**src/addlogic_pkg.sv**
```systemverilog
package addlogic_pkg;

	localparam int DATA_W = 8;
	localparam int ADDR_W = 8;
	localparam int BUS_AW = 4;
	localparam int FLAG_W = 5;

	// register byte offsets
	localparam logic [BUS_AW-1:0] OFF_WORK   = 4'h0;
	localparam logic [BUS_AW-1:0] OFF_FLAGS  = 4'h4;
	localparam logic [BUS_AW-1:0] OFF_STATUS = 4'h8;

	// flag bit positions
	localparam int FL_MSB_SPILL    = 0;
	localparam int FL_NIBBLE_SPILL = 1;
	localparam int FL_RESULT_NULL  = 2;
	localparam int FL_SIGNED_RANGE = 3;
	localparam int FL_SIGNED_SPILL = 4;

	// status field positions
	localparam int ST_BUSY_BIT  = 0;
	localparam int ST_COUNT_LSB = 8;

	// values after reset
	localparam logic [DATA_W-1:0] WORK_RST  = 8'h00;
	localparam logic [FLAG_W-1:0] FLAGS_RST = 5'h00;
	localparam logic [7:0]        COUNT_RST = 8'h00;

	typedef enum logic [1:0] {
		OP_ADD_TO_MEMORY  = 2'h0,
		OP_AND_MEM_TO_WR  = 2'h1,
		OP_AND_IMM_TO_WR  = 2'h2,
		OP_AND_INTO_MEM   = 2'h3
	} op_kind_t;

	typedef enum logic [2:0] {
		ST_IDLE = 3'h1,
		ST_READ = 3'h2,
		ST_EXEC = 3'h4
	} exec_state_t;

endpackage
```
**src/add_and_logic_ops.sv**
```systemverilog
`timescale 1ns/1ps
module add_and_logic_ops (
	// clock and reset
	input  wire logic                            clk,
	input  wire logic                            rstn,
	// instruction from decoder
	input  wire logic                            op_valid,
	input  wire logic [1:0]                      op_code,
	input  wire logic [addlogic_pkg::ADDR_W-1:0] op_addr,
	input  wire logic [addlogic_pkg::DATA_W-1:0] op_imm,
	output logic                                 op_ready_q,
	output logic                                 op_done_q,
	output logic [addlogic_pkg::DATA_W-1:0]      op_result_q,
	// data memory
	output logic [addlogic_pkg::ADDR_W-1:0]      dm_addr_q,
	output logic                                 dm_rd_en_q,
	input  wire logic [addlogic_pkg::DATA_W-1:0] dm_rdata,
	output logic                                 dm_wr_en_q,
	output logic [addlogic_pkg::DATA_W-1:0]      dm_wdata_q,
	// avalon-mm slave
	input  wire logic [addlogic_pkg::BUS_AW-1:0] avs_address,
	input  wire logic                            avs_read,
	input  wire logic                            avs_write,
	input  wire logic [31:0]                     avs_writedata,
	output logic [31:0]                          avs_readdata,
	output logic                                 avs_waitrequest
);

	////////////////////////////////////////////////////////////////////////////////
	// helpers

	function automatic logic reads_mem(input logic [1:0] op);
		reads_mem = (op != addlogic_pkg::OP_AND_IMM_TO_WR);
	endfunction

	function automatic logic writes_mem(input logic [1:0] op);
		writes_mem = (op == addlogic_pkg::OP_ADD_TO_MEMORY) ||
			(op == addlogic_pkg::OP_AND_INTO_MEM);
	endfunction

	////////////////////////////////////////////////////////////////////////////////
	// declarations

	addlogic_pkg::exec_state_t              state_q;
	addlogic_pkg::exec_state_t              state_d;
	logic [1:0]                             op_q;
	logic [addlogic_pkg::DATA_W-1:0]        imm_q;
	logic [addlogic_pkg::DATA_W-1:0]        work_register_q;
	logic [addlogic_pkg::FLAG_W-1:0]        flags_q;
	logic [7:0]                             op_count_q;
	logic                                   accept;
	logic                                   bus_wr;
	logic [addlogic_pkg::DATA_W-1:0]        operand_b;
	logic [addlogic_pkg::DATA_W:0]          sum9;
	logic [4:0]                             nib5;
	logic [addlogic_pkg::DATA_W-1:0]        result;
	logic                                   signed_range_flag;

	assign accept = op_valid && op_ready_q;
	assign bus_wr = avs_write && !avs_waitrequest;

	////////////////////////////////////////////////////////////////////////////////
	// arithmetic and logic

	always_comb begin
		operand_b = (op_q == addlogic_pkg::OP_AND_IMM_TO_WR) ? imm_q : dm_rdata;
		sum9      = {1'b0, work_register_q} + {1'b0, operand_b};
		nib5      = {1'b0, work_register_q[3:0]} + {1'b0, operand_b[3:0]};
		signed_range_flag = (work_register_q[7] == operand_b[7]) &&
			(sum9[7] != work_register_q[7]);
		if (op_q == addlogic_pkg::OP_ADD_TO_MEMORY) begin
			result = sum9[addlogic_pkg::DATA_W-1:0];
		end else begin
			result = work_register_q & operand_b;
		end
	end

	////////////////////////////////////////////////////////////////////////////////
	// sequencing

	always_comb begin
		state_d = state_q;
		case (state_q)
			addlogic_pkg::ST_IDLE: begin
				if (accept) begin
					state_d = reads_mem(op_code) ? addlogic_pkg::ST_READ : addlogic_pkg::ST_EXEC;
				end
			end
			addlogic_pkg::ST_READ: state_d = addlogic_pkg::ST_EXEC;
			addlogic_pkg::ST_EXEC: state_d = addlogic_pkg::ST_IDLE;
			default:               state_d = addlogic_pkg::ST_IDLE;
		endcase
	end

	always_ff @(posedge clk or negedge rstn) begin
		if (!rstn) begin
			state_q    <= addlogic_pkg::ST_IDLE;
			op_ready_q <= 1'b0;
		end else begin
			state_q    <= state_d;
			op_ready_q <= (state_d == addlogic_pkg::ST_IDLE);
		end
	end

	always_ff @(posedge clk or negedge rstn) begin
		if (!rstn) begin
			op_q      <= 2'h0;
			imm_q     <= 8'h00;
			dm_addr_q <= 8'h00;
		end else if (accept) begin
			op_q      <= op_code;
			imm_q     <= op_imm;
			dm_addr_q <= op_addr;
		end
	end

	////////////////////////////////////////////////////////////////////////////////
	// data memory port

	always_ff @(posedge clk or negedge rstn) begin
		if (!rstn) begin
			dm_rd_en_q <= 1'b0;
			dm_wr_en_q <= 1'b0;
			dm_wdata_q <= 8'h00;
		end else begin
			dm_rd_en_q <= (state_d == addlogic_pkg::ST_READ);
			// only the two memory-destined ops write back
			dm_wr_en_q <= (state_q == addlogic_pkg::ST_EXEC) && writes_mem(op_q);
			if (state_q == addlogic_pkg::ST_EXEC) begin
				dm_wdata_q <= result;
			end
		end
	end

	////////////////////////////////////////////////////////////////////////////////
	// work register and flags; datapath wins over a bus write on the same edge

	always_ff @(posedge clk or negedge rstn) begin
		if (!rstn) begin
			work_register_q <= addlogic_pkg::WORK_RST;
		end else if (state_q == addlogic_pkg::ST_EXEC && !writes_mem(op_q)) begin
			work_register_q <= result;
		end else if (bus_wr && avs_address == addlogic_pkg::OFF_WORK) begin
			work_register_q <= avs_writedata[addlogic_pkg::DATA_W-1:0];
		end
	end

	always_ff @(posedge clk or negedge rstn) begin
		if (!rstn) begin
			flags_q <= addlogic_pkg::FLAGS_RST;
		end else if (state_q == addlogic_pkg::ST_EXEC) begin
			flags_q[addlogic_pkg::FL_RESULT_NULL] <= (result == 8'h00);
			if (op_q == addlogic_pkg::OP_ADD_TO_MEMORY) begin
				flags_q[addlogic_pkg::FL_MSB_SPILL]    <= sum9[8];
				flags_q[addlogic_pkg::FL_NIBBLE_SPILL] <= nib5[4];
				flags_q[addlogic_pkg::FL_SIGNED_RANGE] <= signed_range_flag;
				flags_q[addlogic_pkg::FL_SIGNED_SPILL] <= signed_range_flag ^ sum9[7];
			end
		end else if (bus_wr && avs_address == addlogic_pkg::OFF_FLAGS) begin
			flags_q <= avs_writedata[addlogic_pkg::FLAG_W-1:0];
		end
	end

	always_ff @(posedge clk or negedge rstn) begin
		if (!rstn) begin
			op_done_q   <= 1'b0;
			op_result_q <= 8'h00;
			op_count_q  <= addlogic_pkg::COUNT_RST;
		end else begin
			op_done_q <= (state_q == addlogic_pkg::ST_EXEC);
			if (state_q == addlogic_pkg::ST_EXEC) begin
				op_result_q <= result;
				op_count_q  <= op_count_q + 8'h01;
			end
		end
	end

	////////////////////////////////////////////////////////////////////////////////
	// bus slave: request seen at edge 1, answered with waitrequest low at edge 2

	always_ff @(posedge clk or negedge rstn) begin
		if (!rstn) begin
			avs_waitrequest <= 1'b1;
		end else if (!avs_waitrequest) begin
			avs_waitrequest <= 1'b1;
		end else if (avs_read || avs_write) begin
			avs_waitrequest <= 1'b0;
		end
	end

	always_ff @(posedge clk or negedge rstn) begin
		if (!rstn) begin
			avs_readdata <= 32'h0000_0000;
		end else if (avs_read && avs_waitrequest) begin
			case (avs_address)
				addlogic_pkg::OFF_WORK:   avs_readdata <= {24'h00_0000, work_register_q};
				addlogic_pkg::OFF_FLAGS:  avs_readdata <= {27'h000_0000, flags_q};
				addlogic_pkg::OFF_STATUS: avs_readdata <= {16'h0000, op_count_q, 7'h00,
					(state_q != addlogic_pkg::ST_IDLE)};
				default:                  avs_readdata <= 32'h0000_0000;
			endcase
		end
	end

	////////////////////////////////////////////////////////////////////////////////
	// checks

	logic exec_now;
	assign exec_now = (state_q == addlogic_pkg::ST_EXEC);

	a_add_mem_write: assert property (@(posedge clk) disable iff (!rstn)
		exec_now && op_q == addlogic_pkg::OP_ADD_TO_MEMORY |=>
		dm_wr_en_q && dm_wdata_q == $past(work_register_q) + $past(dm_rdata))
		else $error("sum not written back to memory");

	a_add_flag_set: assert property (@(posedge clk) disable iff (!rstn)
		exec_now && op_q == addlogic_pkg::OP_ADD_TO_MEMORY |=>
		flags_q[addlogic_pkg::FL_MSB_SPILL] ==
		(({1'b0, $past(work_register_q)} + {1'b0, $past(dm_rdata)}) > 9'h0ff) &&
		flags_q[addlogic_pkg::FL_NIBBLE_SPILL] ==
		(({1'b0, $past(work_register_q[3:0])} + {1'b0, $past(dm_rdata[3:0])}) > 5'h0f) &&
		flags_q[addlogic_pkg::FL_SIGNED_RANGE] ==
		($past(work_register_q[7]) == $past(dm_rdata[7]) &&
		dm_wdata_q[7] != $past(work_register_q[7])) &&
		flags_q[addlogic_pkg::FL_SIGNED_SPILL] ==
		(flags_q[addlogic_pkg::FL_SIGNED_RANGE] ^ dm_wdata_q[7]) &&
		flags_q[addlogic_pkg::FL_RESULT_NULL] == (dm_wdata_q == 8'h00))
		else $error("add flags wrong");

	a_and_mem_wr: assert property (@(posedge clk) disable iff (!rstn)
		exec_now && op_q == addlogic_pkg::OP_AND_MEM_TO_WR |=>
		work_register_q == ($past(work_register_q) & $past(dm_rdata)) &&
		{flags_q[4:3], flags_q[1:0]} == {$past(flags_q[4:3]), $past(flags_q[1:0])} &&
		flags_q[addlogic_pkg::FL_RESULT_NULL] == (work_register_q == 8'h00))
		else $error("memory AND result or flags wrong");

	a_and_no_memwr: assert property (@(posedge clk) disable iff (!rstn)
		exec_now && !writes_mem(op_q) |=> !dm_wr_en_q ##1 !dm_wr_en_q)
		else $error("AND to work register wrote memory");

	a_and_imm_res: assert property (@(posedge clk) disable iff (!rstn)
		exec_now && op_q == addlogic_pkg::OP_AND_IMM_TO_WR |=>
		work_register_q == ($past(work_register_q) & $past(imm_q)) &&
		{flags_q[4:3], flags_q[1:0]} == {$past(flags_q[4:3]), $past(flags_q[1:0])})
		else $error("immediate AND wrong");

	a_and_into_mem: assert property (@(posedge clk) disable iff (!rstn)
		exec_now && op_q == addlogic_pkg::OP_AND_INTO_MEM |=>
		dm_wr_en_q && dm_addr_q == $past(dm_addr_q) &&
		dm_wdata_q == ($past(dm_rdata) & $past(work_register_q)))
		else $error("AND into memory wrong");

	a_null_flag: assert property (@(posedge clk) disable iff (!rstn)
		op_done_q |-> flags_q[addlogic_pkg::FL_RESULT_NULL] == (op_result_q == 8'h00))
		else $error("null flag does not match result");

	a_bus_answer: assert property (@(posedge clk) disable iff (!rstn)
		(avs_read || avs_write) && avs_waitrequest |-> ##1 !avs_waitrequest)
		else $error("bus not answered in one cycle");

	a_mem_op_keep: assert property (@(posedge clk) disable iff (!rstn)
		exec_now && writes_mem(op_q) &&
		!(bus_wr && avs_address == addlogic_pkg::OFF_WORK) |=>
		work_register_q == $past(work_register_q))
		else $error("memory op changed work register");

	a_and_into_memory_op_flag_keep: assert property (@(posedge clk) disable iff (!rstn)
		exec_now && op_q == addlogic_pkg::OP_AND_INTO_MEM |=>
		{flags_q[4:3], flags_q[1:0]} == {$past(flags_q[4:3]), $past(flags_q[1:0])} &&
		flags_q[addlogic_pkg::FL_RESULT_NULL] == ($past(dm_rdata & work_register_q) == 8'h00))
		else $error("AND into memory flags wrong");

	a_read_pulse: assert property (@(posedge clk) disable iff (!rstn)
		dm_rd_en_q |=> !dm_rd_en_q)
		else $error("memory read longer than one cycle");

	a_write_pulse: assert property (@(posedge clk) disable iff (!rstn)
		dm_wr_en_q |=> !dm_wr_en_q)
		else $error("memory write longer than one cycle");

	a_done_ready: assert property (@(posedge clk) disable iff (!rstn)
		op_done_q |-> op_ready_q)
		else $error("done without ready");

	a_busy_not_ready: assert property (@(posedge clk) disable iff (!rstn)
		state_q != addlogic_pkg::ST_IDLE |-> !op_ready_q)
		else $error("ready while busy");

	a_mem_read_req: assert property (@(posedge clk) disable iff (!rstn)
		accept && reads_mem(op_code) |=>
		dm_rd_en_q && dm_addr_q == $past(op_addr))
		else $error("memory operand not requested");

	a_imm_no_read: assert property (@(posedge clk) disable iff (!rstn)
		accept && !reads_mem(op_code) |=>
		!dm_rd_en_q ##1 op_done_q)
		else $error("immediate AND read memory or was late");

	c_add_carry: cover property (@(posedge clk) disable iff (!rstn)
		exec_now && op_q == addlogic_pkg::OP_ADD_TO_MEMORY && sum9[8]);
	c_and_into_mem: cover property (@(posedge clk) disable iff (!rstn)
		exec_now && op_q == addlogic_pkg::OP_AND_INTO_MEM ##1 dm_wr_en_q);
	c_status_read: cover property (@(posedge clk) disable iff (!rstn)
		avs_read && !avs_waitrequest && avs_address == addlogic_pkg::OFF_STATUS);
	c_and_imm: cover property (@(posedge clk) disable iff (!rstn)
		exec_now && op_q == addlogic_pkg::OP_AND_IMM_TO_WR && result == 8'h00);

endmodule // add_and_logic_ops

```
**config.mk**
```make
export PLATFORM = sky130hd
export DESIGN_NAME = add_and_logic_ops
export DESIGN_NICKNAME = d
export VERILOG_FILES = /design/src/addlogic_pkg.sv /design/src/add_and_logic_ops.sv
export SDC_FILE = /design/constraint.sdc
export NUM_CORES = 1
export LEC_CHECK = 0
export BUFFER_PORTS_ARGS = -buffer_cell sky130_fd_sc_hd__buf_4
export CAP_MARGIN = 20
export CORE_ASPECT_RATIO = 0.9
export CORE_MARGIN = 4
export CORE_UTILIZATION = 40
export DETAILED_ROUTE_END_ITERATION = 10
export HOLD_SLACK_MARGIN = 0.12
export PLACE_DENSITY = 0.72
export REMOVE_ABC_BUFFERS = 1
export SLEW_MARGIN = 10
export SYNTH_ARGS = -nofsm -noshare
export SYNTH_HDL_FRONTEND = slang
export SYNTH_SLANG_ARGS = --single-unit
```
**constraint.sdc**
```tcl
create_clock -name clk -period 4.05 [get_ports clk]
set_input_delay 0.81 -clock clk [delete_from_list [all_inputs] [get_ports clk]]
set_output_delay 0.81 -clock clk [all_outputs]
set_load 0.03 [all_outputs]
```
==> results of run 1 <==
-- cells in the mapped netlist, types with 2 or more instances --
library cell,instances,area share [%]
o31ai_1,5,0.99
nand4_1,7,1.1
nand4b_1,2,0.46
nand3_1,2,0.26
nand2_2,2,0.33
nor2_2,2,0.33
o2bb2ai_1,2,0.46
dfstp_2,2,1.4
nor2b_1,3,0.49
ha_1,12,3.9
clkbuf_1,5,0.49
mux2_2,26,7.7
o21a_1,3,0.59
o31a_1,2,0.46
nor4_1,2,0.33
nand2_1,40,3.9
nand3b_1,2,0.39
nor3_1,5,0.66
o21ai_1,12,1.6
dfrtp_1,69,45
a21oi_1,9,1.2
xnor2_1,7,1.6
nand2b_1,8,1.3
o21ai_0,12,1.6
buf_4,24,4.7
buf_2,6,0.79
nor2_1,12,1.2
a22o_1,9,2.1
a21o_1,3,0.59
inv_1,5,0.49
mux2_1,9,2.7
mux2i_1,8,2.1
a211oi_1,3,0.59
and3_1,2,0.33
nor3b_1,3,0.59
-- through the flow --
| step | hold WS (ns) | area, sq um | worst slack (ns) |
|---|---|---|---|
| finish | 0.477 | 4640 | 1.11 |
| global route | 0.501 | 4640 | 0.887 |
| CTS | 0.484 | 4640 | 1.12 |
| detailed placement | 0.466 | 4420 | 1.13 |
| global placement | 0.461 | 4420 | 1.17 |
| floorplan | 0.446 | 3610 | 1.48 |
-- path summary, 6_finish.rpt --
check                                       start                           to  slack, ns
setup reg to reg              op_q[0]$_DFFE_PN0P_       flags_q[2]$_DFFE_PN0P_       1.11
hold / removal             flags_q[4]$_DFFE_PN0P_       flags_q[4]$_DFFE_PN0P_       0.48
hold reg to reg            flags_q[4]$_DFFE_PN0P_       flags_q[4]$_DFFE_PN0P_       0.48
min in group asynchronous                    rstn  avs_readdata[6]$_DFFE_PN0P_       0.58
max in group asynchronous                    rstn         op_ready_q$_DFF_PN0_       2.90
setup / recovery              op_q[0]$_DFFE_PN0P_       flags_q[2]$_DFFE_PN0P_       1.11
-- registers in the layout, summed over array words and instances, names as in the netlist, 3 cells and up --
| register | cells |
|---|---|
| work_register_q | 8 |
| avs_readdata | 16 |
| flags_q | 5 |
| op_count_q | 8 |
| op_result_q | 8 |
| dm_addr_q | 8 |
| imm_q | 8 |
| state_q | 3 |
-- cell type report --
class	instances	area (sq um)	area share (%)
Timing Repair Buffer	88	661	14.2
Clock buffer	9	124	2.67
Inverter	7	38.8	0.836
Sequential cell	71	1780	38.3
Multi-Input combinational cell	250	1790	38.6
Clock inverter	7	95.1	2.05
Tap cell	122	153	3.29
-- worst max-delay path, stage by stage (launching register included) --
cell	delay [ns]
dfrtp_1	0.38
inv_1	0.08
ha_1	0.37
mux2_2	0.23
ha_1	0.17
inv_1	0.06
fa_1	0.39
nand2b_1	0.20
nor3b_1	0.16
a311oi_2	0.35
nand4_1	0.17
nor3_2	0.18
o2bb2ai_1	0.13
-- cell families (layout without fill, tap and decap cells) --
| group | count (synthesis) | count (layout) |
|---|---|---|
| mux | 43 | 43 |
| fa+ha+maj | 13 | 13 |
| buf+inv | 45 | 111 |
| xor+xnor | 8 | 8 |
| other cells | 1 | 16 |
| compound gates | 70 | 70 |
| simple gates | 100 | 100 |
| flops | 71 | 71 |
-- placed cells by master (no fill, tap or decap), drive strengths merged, types with 2 or more instances in the layout --
master   instances
a22o             9
nand3b           2
mux2i            8
nand4b           2
dfstp            2
inv              8
mux2            35
conb            16
a21oi           10
bufinv           2
nand4            7
o31a             2
a211oi           3
nand3            2
nand2b           8
clkbuf           9
dfrtp           69
nor2b            3
nor3b            3
o31ai            5
a21o             3
and3             3
a311oi           2
ha              12
xnor2            7
clkinv           3
nand2           43
buf             88
o21a             3
nor3             6
nor4             3
nor2            15
o21ai           24
o2bb2ai          2
-- power by group --
part	switching [mW]	internal (mW)	leakage [nW]	total, mW
clock	0.277	0.349	0.110	0.625
sequential	0.181	0.926	0.897	1.11
combinational	0.902	0.629	1.18	1.53
total	1.36	1.90	2.19	3.26
-- layer usage --
layer  GRT usage [%]  share of wire (%)  up-vias  routed length [um]
li1                -                  -     1380                   -
met1            20.0                 44     1304                3650
met2            23.8                 46      102                3750
met3            5.40                8.3       12                 684
met4            5.02                1.5        0                 123
met5               0                  0        -                   0
==> summary.md, run 1 <==
| Metric | Value |
|---|---|
| Status | `completed` |
| Relative slew margins | `41.2%` |
| Io pins | `128` |
| Ys flop type | `dfrtp_1` |
| GPL Wtd Cong | `about 0.86` |
| Via/cell ratio | `5.05` |
| R2R cell count | `12` |
| CTS tree | `built` |
| Final setup TNS | `0 ns` |
| Slew Limit Fails | `0` |
| CP startpoint kind | `register` |
| Area grow syn2layout | `21.8%` |
| Post-synthesis mux area share | `around 12%` |
| Final Hold Fails | `0` |
| Initial DRC count | `201` |
| Die Width | `111 um` |
| Final net count | `a little over 500` |
| DR DRC count | `0` |
| Arrival time worst endpoint | `3.21 ns` |
| Ys async rst share | `100%` |
| Core ar. | `0.00921 sq mm` |
| Sinks on Clock Net | `71` |
| Largest family of logic cells by synthesized area | `simple AND/OR/NAND/NOR gates` |
| Grt ovf | `0` |
| CTS Hold Bufs | `0` |
| Synth unique cells | `61` |
| H-tree depth | `3` |
| Num rows | `33` |
| Finished Core Util | `50.4%` |
| Max Fanout on Critical Path | `8` |
| VDD IR max | `roughly 320 uV` |
| Pleak | `2.19 nW` |
| Die area | `0.0112 sq mm` |
| Wire per inst | `14.8 um` |
| Placed cells | `538` |
| Remaining antenna violation count after routing | `0` |
| Share of cells above drive strength 1 | `33.6%` |
| Post-synthesis compound-gate area fraction | `12.5%` |
| Overall Power | `3.26 mW` |
| Detail Placement HPWL | `between 6000 and 7000 um` |
| First-pass GRT wire length | `approximately 14000 um` |
| Synth warn | `0` |
| #FFs+latches synth | `71` |
| Avg Cell Area, Syn | `roughly 11 sq um` |
| Register area share after synthesis | `46.7%` |
| Minimum clock period | `2.94 ns` |
| GR Util All Layers | `15.3%` |
| IO Port Bufs | `87` |
| Post-Synth XOR/XNOR Area | `between 1.5 and 2%` |
| Fmax | `340 MHz` |
| Post-CTS Repair Setup Buffers | `0` |
| CTS Buf Count | `9` |
| Post-synth EDFFs | `0` |
| Max clock buf depth | `2` |
| Worst-Skew Late Latency | `0.35 ns` |
| Post-Synth Simple-Gate Area | `14.1%` |
| Period utilization | `72.6%` |
| Hold path depth | `1` |
| Fin Clk Skew | `0.00995 ns` |
| Largest net degree at the start of global routing | `72` |
| Vias in the first global route | `2751` |
| Worst-path clk slew | `0.07 ns` |
| Clock Tree Root | `clkbuf_8` |
| Maxcap violations | `0` |
| Final setup fails | `0` |
| PD cells | `about 700 mW/mm^2` |
| Initial antenna violation count | `0` |
| Detailed Routing Iterations Pass 1 | `4` |
| Worst Hold Class | `register to register` |
| Non-Filler Instances | `554` |
| Initial core utilization | `about two fifths` |
| WP data required | `4.32 ns` |
| Via total after detailed routing | `2798` |
| Fillers | `827` |
| Drt total wl | `about 8000 um` |
| # resized after CTS | `0` |
| CP Class | `register to register` |
| Vert. Die Dim | `roughly 100 um` |
| Slew @ Worst Pin | `0.882 ns` |
| Mapped Cells | `approximately 350` |
| Adder-Cell Fraction of Synth Area | `4.47%` |
| ANT cells | `0` |
| RSZ-0062 raised after global routing | `false` |
| Mapped Area | `0.00381 sq mm` |
| CP endpoint kind | `register` |
Power figures use the tool's default switching activity.
==> run 2: changes to the inputs <==
PLACE_DENSITY = 0.74   (was 0.72)
clock period = 2.7 ns   (was 4.05 ns; I/O delays follow)
==> run 2 against run 1 <==
Against the previous run:
- setup slack got worse by 1.0 ns
- die area unchanged
- first-iteration DRC count shrank 42%
- combinational power increased by 76%
- design area grew 4.1%
- final cell count grew 2.7%
- hold slack got worse by 0.18 ns
- register-to-register slack lost 1.0 ns
- critical path depth down 1
- total power increased by 57%
- maximum frequency increased by 12%
- clock power up 20%
- largest cell class unchanged
- highest routed layer unchanged
==> summary.md, run 2 (same netlist as run 1, synthesis figures left out) <==
| Metric | Value |
|---|---|
| Die area | `0.0112 sq mm` |
| Share of cells above drive strength 1 | `39.4%` |
| Hold_ws | `0.295 ns` |
| Worst-Skew Late Latency | `0.35 ns` |
| GR Util All Layers | `15.4%` |
| First-pass GRT wire length | `13700 um` |
| Via total after detailed routing | `2880` |
| Setup WS pre-CTS | `-0.115 ns` |
| H-tree depth | `3` |
| RSZ-0062 raised after global routing | `true` |
| IO Port Bufs | `87` |
| Finished Core Util | `approximately 52%` |
| Maxcap violations | `0` |
| Largest reg by FF count | `avs_readdata` |
| Remaining antenna violation count after routing | `0` |
| Fillers | `810` |
| Vias in the first global route | `2738` |
| Critical Path Start | `op_q[0]$_DFFE_PN0P_` |
| Sinks on Clock Net | `71` |
| Die Width | `111 um` |
| Worst-path clk slew | `roughly 0.08 ns` |
| Final Hold Fails | `0` |
| Max Fanout on Critical Path | `5` |
| Via/cell ratio | `roughly 5.1` |
| Area grow syn2layout | `26.8%` |
| Pleak | `2.25 nW` |
| Detail Placement HPWL | `6430 um` |
| CTS Buf Count | `9` |
| Worst reg2reg startpoint | `op_q[0]$_DFFE_PN0P_` |
| Worst Hold Class | `primary input to async pin` |
| Minimum clock period | `2.61 ns` |
| Largest net degree at the start of global routing | `a little over 70` |
| CTS Hold Bufs | `0` |
| Detailed Routing Iterations Pass 1 | `4` |
| Drt total wl | `8660 um` |
| CTS tree | `built` |
| Period utilization | `a little over nine tenths` |
| Num rows | `33` |
| Most frequent cells in the layout | `102 x buf_4, 69 x dfrtp_1, 40 x nand2_1` |
| ANT cells | `0` |
| Final net count | `522` |
| Most common cell after layout, fill and taps aside | `buf_4` |
| Vert. Die Dim | `101 um` |
| Clock Tree Root | `clkbuf_8` |
| Final setup fails | `0` |
| Core ar. | `0.00921 sq mm` |
| Fmax | `383 MHz` |
| CP endpoint kind | `register` |
| Initial core utilization | `41.4%` |
| Slew @ Worst Pin | `0.870 ns` |
| Status | `completed` |
| Max clock buf depth | `2` |
| CP Class | `register to register` |
| WP data required | `2.94 ns` |
| GPL Wtd Cong | `0.864` |
| Relative slew margins | `between 40% and 50%` |
| Arrival time worst endpoint | `around 2.9 ns` |
| PD cells | `1060 mW/mm^2` |
| Initial DRC count | `roughly 120` |
| Wire per inst | `15.2 um` |
| DR DRC count | `0` |
| Slew Limit Fails | `0` |
| Final worst-path setup slack | `0.0871 ns` |
| VDD IR max | `about 520 uV` |
| Max FFs per register | `16` |
| CP startpoint kind | `register` |
| Fin Clk Skew | `0.00713 ns` |
| Initial antenna violation count | `0` |
| Final setup TNS | `0 ns` |
| Io pins | `128` |
| Grt ovf | `0` |
## run 2: layer usage
metal	wire length (um)	track usage [%]
met4	130	5.87
met2	4030	23.2
met1	3840	20.9
met3	655	4.68
met5	0	0
## run 2: through the flow
step	power, mW	cells	area (sq um)
2_1_floorplan	3.22	328	3610
3_3_place_gp	4.07	553	4530
3_5_place_dp	4.15	553	4530
4_1_cts	4.96	569	4730
5_1_grt	5.45	569	4830
6_report	5.12	569	4830
## run 2: where the power goes
part | internal (mW) | leakage [nW] | total (mW) | switching, mW
clock | 0.332 | 0.0854 | 0.750 | 0.418
sequential | 1.39 | 0.897 | 1.68 | 0.289
combinational | 1.20 | 1.27 | 2.69 | 1.49
total | 2.92 | 2.25 | 5.12 | 2.19
## run 2: worst paths after layout
kind / endpoint / slack [ns] / cells after the start
hold / removal: avs_readdata[7]$_DFFE_PN0P_ / 0.30 / 1
max in group asynchronous: imm_q[7]$_DFFE_PN0P_ / 1.83 / 1
setup / recovery: work_register_q[7]$_DFFE_PN0P_ / 0.09 / 11
setup reg to reg: work_register_q[7]$_DFFE_PN0P_ / 0.09 / 11
min in group clk: avs_waitrequest$_DFF_PN1_ / 0.34 / 2
hold reg to reg: op_count_q[7]$_DFFE_PN0P_ / 0.48 / 1
## run 2: cell type report
class	instances	area [sq um]	area share [%]
multi-input cells	250	1910	39.6
repair buffers	103	777	16.1
well taps	122	153	3.16
inverters	7	38.8	0.803
clock inverters	7	47.5	0.984
flip-flops and latches	71	1780	36.8
clock buffers	9	124	2.56
## run 2: critical path, cell delays in order (launching register included)
cell	delay, ns
dfrtp_1	0.39
inv_2	0.07
ha_4	0.17
buf_4	0.11
mux2_2	0.35
ha_1	0.38
nand2_1	0.15
nand4_1	0.12
o221ai_1	0.11
a211o_1	0.31
a21oi_1	0.24
o21ai_1	0.10
## run 2: repair_timing
action | CTS | global route
hold endpoints to repair | 0 | 0
pin swaps | 0 | 8
resized for setup | 4 | 17
buffers inserted | 0 | 1
setup endpoints to repair | 7 | 10
